### src/hw/bcd_pkg.sv
// Package: opcode classes, selectors, byte counts and cycle counts for the opcode decoder
package bcd_pkg;

	localparam int unsigned BYTE_W = 8;

	// Operation classes
	typedef enum logic [4:0] {
		BCD_OP_NONE        = 5'h00,
		BCD_OP_MOVE        = 5'h01,
		BCD_OP_STORE_M     = 5'h02,
		BCD_OP_LOAD_M      = 5'h03,
		BCD_OP_MOVE_IMM    = 5'h04,
		BCD_OP_PAIR_IMM    = 5'h05,
		BCD_OP_SWAP_PAIRS  = 5'h06,
		BCD_OP_PUSH        = 5'h07,
		BCD_OP_POP         = 5'h08,
		BCD_OP_SWAP_STACK  = 5'h09,
		BCD_OP_SP_FROM_HL  = 5'h0a,
		BCD_OP_PAIR_INC    = 5'h0b,
		BCD_OP_PAIR_DEC    = 5'h0c,
		BCD_OP_BRANCH      = 5'h0d,
		BCD_OP_EXIT        = 5'h0e,
		BCD_OP_CALL        = 5'h0f,
		BCD_OP_RESTART     = 5'h10,
		BCD_OP_ADD         = 5'h11,
		BCD_OP_ADD_CARRY   = 5'h12,
		BCD_OP_OTHER       = 5'h13
	} bcd_op_t;

	// Register selector codes
	localparam logic [2:0] SEL_B   = 3'h0;
	localparam logic [2:0] SEL_C   = 3'h1;
	localparam logic [2:0] SEL_D   = 3'h2;
	localparam logic [2:0] SEL_E   = 3'h3;
	localparam logic [2:0] SEL_H   = 3'h4;
	localparam logic [2:0] SEL_L   = 3'h5;
	localparam logic [2:0] SEL_MEM = 3'h6;
	localparam logic [2:0] SEL_A   = 3'h7;

	// Pair codes; 11 means the stack pointer, or the accumulator-flags word on the stack
	localparam logic [1:0] PAIR_BC = 2'h0;
	localparam logic [1:0] PAIR_DE = 2'h1;
	localparam logic [1:0] PAIR_HL = 2'h2;
	localparam logic [1:0] PAIR_SP = 2'h3;

	// Instruction lengths
	localparam logic [1:0] LEN_1 = 2'h1;
	localparam logic [1:0] LEN_2 = 2'h2;
	localparam logic [1:0] LEN_3 = 2'h3;

	// Clock-cycle counts
	localparam logic [4:0] CYC_4  = 5'h04;
	localparam logic [4:0] CYC_5  = 5'h05;
	localparam logic [4:0] CYC_7  = 5'h07;
	localparam logic [4:0] CYC_10 = 5'h0a;
	localparam logic [4:0] CYC_11 = 5'h0b;
	localparam logic [4:0] CYC_13 = 5'h0d;
	localparam logic [4:0] CYC_16 = 5'h10;
	localparam logic [4:0] CYC_17 = 5'h11;
	localparam logic [4:0] CYC_18 = 5'h12;

	// Values after reset
	localparam logic [7:0] RST_BYTE = 8'h00;
	localparam logic [1:0] RST_CNT  = 2'h0;
	localparam logic [4:0] RST_CYC  = 5'h00;

endpackage : bcd_pkg

### src/hw/bcd_decoder.sv
// Opcode decoder: sorts the first byte, gathers operand bytes, gives class and counts
// Notes on behaviour
// [RULE_01] Every byte handled as 8-bit binary integer
// [RULE_02] Length from first byte; fetch that many
// [RULE_03] Memory holds instruction bytes at consecutive addresses
// [RULE_04] Register, stack, return opcodes are one byte
// [RULE_05] Immediate and port opcodes take one operand
// [RULE_06] Branch, call, direct load/store take three bytes
// [RULE_07] Second byte low, third byte high
// [RULE_08] Positive logic on every bit
// [RULE_09] Register move 01DDDSSS, five cycles
// [RULE_10] Memory store and load via HL, seven
// [RULE_11] Pair immediate load 00PP0001, ten cycles
// [RULE_12] Swap DE with HL, four cycles
// [RULE_13] Push pair 11PP0101, eleven cycles
// [RULE_14] Accumulator-flags push eleven, pop ten cycles
// [RULE_15] Pop pair 11PP0001, ten cycles
// [RULE_16] Swap stack top with HL, eighteen
// [RULE_17] Stack pointer load, copy, increment, decrement
// [RULE_18] Branch unconditional or on condition, ten
// [RULE_19] Exit ten; conditional exit five or eleven
// [RULE_20] Pair increment/decrement, five cycles
// [RULE_21] Add and add-with-carry register, four cycles
// [RULE_22] Selector codes B..L, memory 110, A 111
// [RULE_23] Restart is one-byte call to vector
// [RULE_24] Failed condition uses shorter count
// [RULE_25] Call seventeen; conditional call eleven or seventeen
`timescale 1ns/100ps
module bcd_decoder
	import bcd_pkg::*;
(
	input  wire logic        i_clk_sys,
	input  wire logic        i_rst_n,
	input  wire logic        i_byte_valid,
	input  wire logic [7:0]  i_byte,
	input  wire logic        i_cond_true,
	output logic             o_byte_ready,
	output logic             o_instr_valid,
	output logic [7:0]       o_opcode,
	output logic [15:0]      o_operand,
	output logic [1:0]       o_length,
	output bcd_op_t          o_op_class,
	output logic [2:0]       o_dest_sel,
	output logic [2:0]       o_src_sel,
	output logic [1:0]       o_pair_sel,
	output logic [2:0]       o_cond_sel,
	output logic             o_cond_used,
	output logic             o_taken,
	output logic [15:0]      o_restart_vec,
	output logic [4:0]       o_cycles
);

	typedef enum logic [2:0] {
		BCD_ST_OPC = 3'b001,
		BCD_ST_LO  = 3'b010,
		BCD_ST_HI  = 3'b100
	} bcd_state_t;

	////////////////////////////////////////////////////////////////////////////////
	// First-byte classification

	bcd_state_t state_q, state_d;
	logic [7:0] opc_q;
	logic [7:0] lo_q;
	logic       take;
	logic [1:0] len_w;
	bcd_op_t    cls_w;
	logic [4:0] cyc_short_w, cyc_long_w;
	logic       cond_w;

	// Decode the byte that sits in the opcode holding register (or arriving in it)
	logic [7:0] dec_byte;
	assign dec_byte = (state_q == BCD_ST_OPC) ? i_byte : opc_q;

	wire [1:0] grp = dec_byte[7:6];
	wire [2:0] mid = dec_byte[5:3];
	wire [2:0] low = dec_byte[2:0];
	wire [1:0] pp  = dec_byte[5:4];

	always_comb begin
		cls_w       = BCD_OP_OTHER;
		len_w       = LEN_1;                                 // [RULE_04]
		cyc_short_w = CYC_4;
		cyc_long_w  = CYC_4;
		cond_w      = 1'b0;
		unique case (grp)
			2'b01: begin
				if (mid == SEL_MEM && low == SEL_MEM) begin
					cls_w = BCD_OP_OTHER;                    // Halt
					cyc_short_w = CYC_7;
				end else if (mid == SEL_MEM) begin
					cls_w = BCD_OP_STORE_M;                  // [RULE_10] [RULE_22]
					cyc_short_w = CYC_7;
				end else if (low == SEL_MEM) begin
					cls_w = BCD_OP_LOAD_M;                   // [RULE_10]
					cyc_short_w = CYC_7;
				end else begin
					cls_w = BCD_OP_MOVE;                     // [RULE_09]
					cyc_short_w = CYC_5;
				end
			end
			2'b00: begin
				if (low == 3'h6) begin
					cls_w = BCD_OP_MOVE_IMM;
					len_w = LEN_2;                           // [RULE_05]
					cyc_short_w = (mid == SEL_MEM) ? CYC_10 : CYC_7;
				end else if (dec_byte[3:0] == 4'h1) begin
					cls_w = BCD_OP_PAIR_IMM;                 // [RULE_11] [RULE_17]
					len_w = LEN_3;                           // [RULE_06]
					cyc_short_w = CYC_10;
				end else if (dec_byte[3:0] == 4'h3) begin
					cls_w = BCD_OP_PAIR_INC;                 // [RULE_20] [RULE_17]
					cyc_short_w = CYC_5;
				end else if (dec_byte[3:0] == 4'hb) begin
					cls_w = BCD_OP_PAIR_DEC;                 // [RULE_20] [RULE_17]
					cyc_short_w = CYC_5;
				end else if (low == 3'h2 && dec_byte[5]) begin
					len_w = LEN_3;                           // Direct load and store [RULE_06]
					cyc_short_w = dec_byte[4] ? CYC_13 : CYC_16;
				end else if (low == 3'h2) begin
					cyc_short_w = CYC_7;
				end else if (low == 3'h4 || low == 3'h5) begin
					cyc_short_w = (mid == SEL_MEM) ? CYC_10 : CYC_5;
				end else if (low == 3'h1) begin
					cyc_short_w = CYC_10;                    // Double add
				end
			end
			2'b10: begin
				cyc_short_w = (low == SEL_MEM) ? CYC_7 : CYC_4;
				if (mid == 3'h0)
					cls_w = BCD_OP_ADD;                      // [RULE_21]
				else if (mid == 3'h1)
					cls_w = BCD_OP_ADD_CARRY;                // [RULE_21]
			end
			2'b11: begin
				unique case (low)
					3'h0: begin
						cls_w = BCD_OP_EXIT;                 // [RULE_19]
						cond_w = 1'b1;
						cyc_short_w = CYC_5;
						cyc_long_w = CYC_11;
					end
					3'h1: begin
						if (dec_byte[3] == 1'b0) begin
							cls_w = BCD_OP_POP;              // [RULE_15] [RULE_14]
							cyc_short_w = CYC_10;
						end else if (pp == 2'h0) begin
							cls_w = BCD_OP_EXIT;             // [RULE_19]
							cyc_short_w = CYC_10;
						end else if (pp == 2'h3) begin
							cls_w = BCD_OP_SP_FROM_HL;       // [RULE_17]
							cyc_short_w = CYC_5;
						end else begin
							cyc_short_w = CYC_5;             // Pair to program counter
						end
					end
					3'h2: begin
						cls_w = BCD_OP_BRANCH;               // [RULE_18]
						cond_w = 1'b1;
						len_w = LEN_3;
						cyc_short_w = CYC_10;
						cyc_long_w = CYC_10;
					end
					3'h3: begin
						if (mid == 3'h0) begin
							cls_w = BCD_OP_BRANCH;           // [RULE_18]
							len_w = LEN_3;
							cyc_short_w = CYC_10;
						end else if (mid == 3'h4) begin
							cls_w = BCD_OP_SWAP_STACK;       // [RULE_16]
							cyc_short_w = CYC_18;
						end else if (mid == 3'h5) begin
							cls_w = BCD_OP_SWAP_PAIRS;       // [RULE_12]
						end else if (mid == 3'h2 || mid == 3'h3) begin
							len_w = LEN_2;                   // Port number [RULE_05]
							cyc_short_w = CYC_10;
						end
					end
					3'h4: begin
						cls_w = BCD_OP_CALL;                 // [RULE_25]
						cond_w = 1'b1;
						len_w = LEN_3;
						cyc_short_w = CYC_11;
						cyc_long_w = CYC_17;
					end
					3'h5: begin
						if (dec_byte[3] == 1'b0) begin
							cls_w = BCD_OP_PUSH;             // [RULE_13] [RULE_14]
							cyc_short_w = CYC_11;
						end else if (pp == 2'h0) begin
							cls_w = BCD_OP_CALL;             // [RULE_25]
							len_w = LEN_3;
							cyc_short_w = CYC_17;
						end
					end
					3'h6: begin
						len_w = LEN_2;                       // Immediate arithmetic [RULE_05]
						cyc_short_w = CYC_7;
						if (mid == 3'h0)
							cls_w = BCD_OP_ADD;
						else if (mid == 3'h1)
							cls_w = BCD_OP_ADD_CARRY;
					end
					3'h7: begin
						cls_w = BCD_OP_RESTART;              // [RULE_23]
						cyc_short_w = CYC_11;
					end
				endcase
				if (!cond_w)
					cyc_long_w = cyc_short_w;
			end
		endcase
		if (grp != 2'b11)
			cyc_long_w = cyc_short_w;
	end

	////////////////////////////////////////////////////////////////////////////////
	// Byte gathering

	assign o_byte_ready = 1'b1;
	assign take = i_byte_valid;

	wire done_w = take && ((state_q == BCD_ST_OPC && len_w == LEN_1) ||
	                       (state_q == BCD_ST_LO && len_w == LEN_2) ||
	                       (state_q == BCD_ST_HI));          // [RULE_02]

	// Bytes arrive in address order, so the gatherer needs no addresses [RULE_03]
	always_comb begin
		state_d = state_q;
		if (take) begin
			unique case (state_q)
				BCD_ST_OPC: state_d = (len_w == LEN_1) ? BCD_ST_OPC : BCD_ST_LO;
				BCD_ST_LO:  state_d = (len_w == LEN_3) ? BCD_ST_HI : BCD_ST_OPC;
				BCD_ST_HI:  state_d = BCD_ST_OPC;
				default:    state_d = BCD_ST_OPC;
			endcase
		end
	end

	// Condition is sampled with the final byte, so a conditional exit resolves at once
	wire taken_w = !cond_w || i_cond_true;                   // [RULE_24]

	// Operand as it stands once the final byte is in; one-byte opcodes carry none
	logic [15:0] operand_w;
	assign operand_w = (state_q == BCD_ST_OPC) ? 16'h0000 :
	                   (state_q == BCD_ST_LO)  ? {8'h00, i_byte} :  // [RULE_05]
	                                             {i_byte, lo_q};    // [RULE_07]

	wire [4:0]  cycles_w = taken_w ? cyc_long_w : cyc_short_w;  // [RULE_24] [RULE_19]
	wire [15:0] vector_w = {10'h000, mid, 3'h0};                 // [RULE_23]

	////////////////////////////////////////////////////////////////////////////////
	// Gathering registers

	always_ff @(posedge i_clk_sys) begin
		if (!i_rst_n) begin
			state_q <= BCD_ST_OPC;
			opc_q   <= RST_BYTE;
			lo_q    <= RST_BYTE;
		end else begin
			state_q <= state_d;
			if (take && state_q == BCD_ST_OPC)
				opc_q <= i_byte;                             // [RULE_01] [RULE_08]
			if (take && state_q == BCD_ST_LO)
				lo_q <= i_byte;
		end
	end

	////////////////////////////////////////////////////////////////////////////////
	// Results other than o_instr_valid, held from one finished instruction to the next so a slow sequencer can read late

	always_ff @(posedge i_clk_sys) begin
		if (!i_rst_n) begin
			o_instr_valid <= 1'b0;
			o_opcode      <= RST_BYTE;
			o_operand     <= {RST_BYTE, RST_BYTE};
			o_length      <= RST_CNT;
			o_op_class    <= BCD_OP_NONE;
			o_dest_sel    <= SEL_B;
			o_src_sel     <= SEL_B;
			o_pair_sel    <= PAIR_BC;
			o_cond_sel    <= 3'h0;
			o_cond_used   <= 1'b0;
			o_taken       <= 1'b0;
			o_restart_vec <= {RST_BYTE, RST_BYTE};
			o_cycles      <= RST_CYC;
		end else begin
			o_instr_valid <= done_w;
			if (done_w) begin
				o_opcode      <= dec_byte;
				o_length      <= len_w;
				o_op_class    <= cls_w;
				o_dest_sel    <= mid;                        // [RULE_22]
				o_src_sel     <= low;                        // [RULE_22]
				o_pair_sel    <= pp;
				o_cond_sel    <= mid;                        // [RULE_18]
				o_cond_used   <= cond_w;
				o_taken       <= taken_w;
				o_cycles      <= cycles_w;                   // [RULE_24] [RULE_19]
				o_restart_vec <= vector_w;                   // [RULE_23]
				o_operand     <= operand_w;                  // [RULE_05] [RULE_07]
			end
		end
	end

endmodule : bcd_decoder

### config.mk
export PLATFORM = sky130hd
export DESIGN_NAME = bcd_decoder
export DESIGN_NICKNAME = d
export VERILOG_FILES = /design/src/hw/bcd_pkg.sv /design/src/hw/bcd_decoder.sv
export SDC_FILE = /design/constraint.sdc
export NUM_CORES = 1
export LEC_CHECK = 0
export BUFFER_PORTS_ARGS = -buffer_cell sky130_fd_sc_hd__buf_2
export CORE_MARGIN = 2
export CORE_UTILIZATION = 40
export CTS_CLUSTER_SIZE = 20
export DETAILED_ROUTE_END_ITERATION = 7
export PLACE_DENSITY = 0.58
export SETUP_SLACK_MARGIN = 0.4
export SYNTH_ARGS = -nofsm -noshare
export SYNTH_HDL_FRONTEND = slang
export SYNTH_SLANG_ARGS = --single-unit
### constraint.sdc
create_clock -name i_clk_sys -period 4.7 [get_ports i_clk_sys]
set_clock_uncertainty 0.1 [all_clocks]
set_input_delay 0.47 -clock i_clk_sys [delete_from_list [all_inputs] [get_ports i_clk_sys]]
set_output_delay 0.47 -clock i_clk_sys [all_outputs]
set_load 0.02 [all_outputs]
==> reports/metrics.yaml <==
antenna_found_initial: 0
cts_sinks: 58
cellPowerDensity_mw_per_mm2: 650.4
critical_path_class: "register to register"
multi_input_area_sq_mm: 0.002554
peakVddDrop_uv: 383.9
clk_pin_slew_ns: 0.07
rsz0062_at_grt: "no"
nFillCells: 1044
routedWlPerCell_um: 17.30
hold_violations: 0
synthFlopType: "dfxtp_1"
regArea_sq_mm: 0.001161
rows: 37
p_leak_nw: 1.915
clk_latency_ns: 0.34
drcViolationCount: 0
critPathArrivalTime_ns: 4.02
antennaDiodeCount: 0
routed_via_density: 5.719
grt_pass1_vias: 3669
place_congestion: 0.9583
p_int_mw: 1.480
maxCapViolCount: 0
globalRouteTotalUtil_pct: 21.93
p_sw_mw: 1.443
die_area_sq_mm: 0.01111
ys_types: 57
fin_ws_ns: 0.8432
ioPinCount: 79
areaGrowthSynthToFinish_pct: 9.312
yosysSeqAreaShare_pct: 28.24
cts_resized: 0
path_max_fanout: 29
end_kind: "register"
die_h_um: 105.4
netlist_instances: 523
start_util_pct: 40.55
final_layout_size_suffix_gt1_share_pct: 19.57
required_ns: 4.87
final.setup.tns_ns: 0
yosysTopAreaCellShare_pct: 28.24
drv_slew: 0
ant_nets: 0
post_synth.cell_area_avg_sq_um: 7.861
ys_top_cells_by_count: "99 x nand2_1, 58 x dfxtp_1, 46 x mux2i_1, 35 x a21oi_1, 31 x clkbuf_1"
place.port_buffers: 64
grt_max_degree: 55
yosysWarnings: 0
htreeDepth: 3
setup_viol: 0
maxSlewHeadroom_pct: 39.19
outcome: "finished clean"
pre_cts_ws_ns: 0.8168
combPwrFrac_pct: 61.1
fin_crit_sh_pct: 82.06
clk_path_buf_depth: 2
cts_root_buf: "clkbuf_8"
period_minus_slack_ns: 3.857
drtIter0Drc: 456
dp_hpwl_um: 8320
crit_path_start_kind: "register"
async_flop_share_pct: 0
post_cts_buffers: 0
cts_tree: "done"
max_freq_mhz: 259.3
cts_buffers: 9
layout.nets: 568
power_frac_seq_pct: 23.4
clockPowerShare_pct: 15.5
synth_area_sq_mm: 0.004111
dieWidth_um: 105.4
vias: 3935
yosys.area.top_type: "dfxtp_1"
synth-edff-count: 0
design.core.area_sq_mm: 0.01014
whs_ns: 0.3389
yosysMostFrequentCell: "nand2_1"
ys_ff_latch: 58
cts_hold_buf: 0
grt.overflow.total: 0
drt_wl_total_um: 11900
swShare_pct: 49.36
firstDrtPassIters: 5
grt_pass1_wl_um: 19480
hp-class: "input pin to register"
worstMarginPinSlew_ns: 0.9052
synthTopCellsByArea: "dfxtp_1 28%, mux2i_1 11%, nand2_1 9.0%"
## layer usage
layer  share of wire (%)  GRT usage [%]
met5                   0              0
met4                 2.1          7.524
met3                 6.7          3.958
met2                  44          33.69
met1                  47          30.79
## cells by family after synthesis
group / after synthesis / synth area share [%]
AOI/OAI and AO/OA: 124 / 20.24
xor gates and xnor gates: 1 / 0.2131
adders and majority gates: 9 / 2.739
buffers and inverters: 81 / 10.74
DFF: 58 / 28.24
muxes: 65 / 16.46
other: 2 / 0.1827
and+or+nand+nor: 183 / 21.18
## power groups by stage
stage / combinational, mW / clock, mW / sequential [mW]
after floorplan: 1.38 / 0 / 0.740
after CTS: 1.76 / 0.462 / 0.683
after detailed placement: 1.76 / 0 / 0.694
after global routing: 1.94 / 0.490 / 0.700
final: 1.79 / 0.454 / 0.684
after global placement: 1.75 / 0 / 0.688
## worst paths after layout
path,end,from,cells after the start,slack (ns)
worst max-delay path,o_operand[1],state_q[0],10,0.84
worst max register to register,o_operand[1],state_q[0],10,0.84
worst min-delay path,lo_q[6],i_byte[6],3,0.34
worst min register to register,lo_q[3],lo_q[3],2,0.35
## layout make-up
cell class | instances | area share, %
timing repair buffer | 71 | 8.296
clock buffer | 10 | 2.840
inverter | 11 | 0.9187
clock inverter | 6 | 1.503
multi-input combinational | 396 | 56.82
sequential | 58 | 25.84
tap | 136 | 3.786
## through the flow
stage / total power, mW / instance area [sq um] / util [%] / std cells
after floorplan: 2.121 / 4156 / - / 535
after global placement: 2.443 / 4299 / 42.40 / 672
after detailed placement: 2.450 / 4299 / 42.40 / 672
after CTS: 2.905 / 4494 / 44.33 / 688
after global routing: 3.129 / 4494 / 44.33 / 688
final: 2.923 / 4494 / 44.33 / 688
## registers in the layout, indices dropped and copies added (netlist names)
signal / flops
o_operand: 16
lo_q: 8
o_opcode: 8
opc_q: 8
o_cycles: 5
o_op_class: 5
state_q: 3
o_length: 2
o_cond_used: 1
o_instr_valid: 1
o_taken: 1
## placed cells by master, fill, tap and decap left out, drive strengths merged, types with 5 or more instances in the layout
master  instances
a211o           5
buf            71
nand2b          9
dfxtp          58
a21oi          35
inv            10
nor3b          10
nand3b          8
clkbuf         10
a32o            8
o311ai          5
nor2           15
o21ai          23
nor2b          10
conb           14
mux2i          47
nand2          99
a31oi           8
nand3          10
ha              9
o211ai          6
mux2           18
nor3           10
## worst max-delay path: stages, from the launching register on
cell and delay, ns:
dfxtp_1 0.41, or3b_1 0.40, mux2_2 0.34, inv_1 0.14
ha_1 0.36, a31oi_1 0.17, a221o_1 0.37, a21oi_1 0.37
o211a_2 0.41, buf_4 0.47, mux2i_1 0.25
Power figures use the tool's default switching activity.
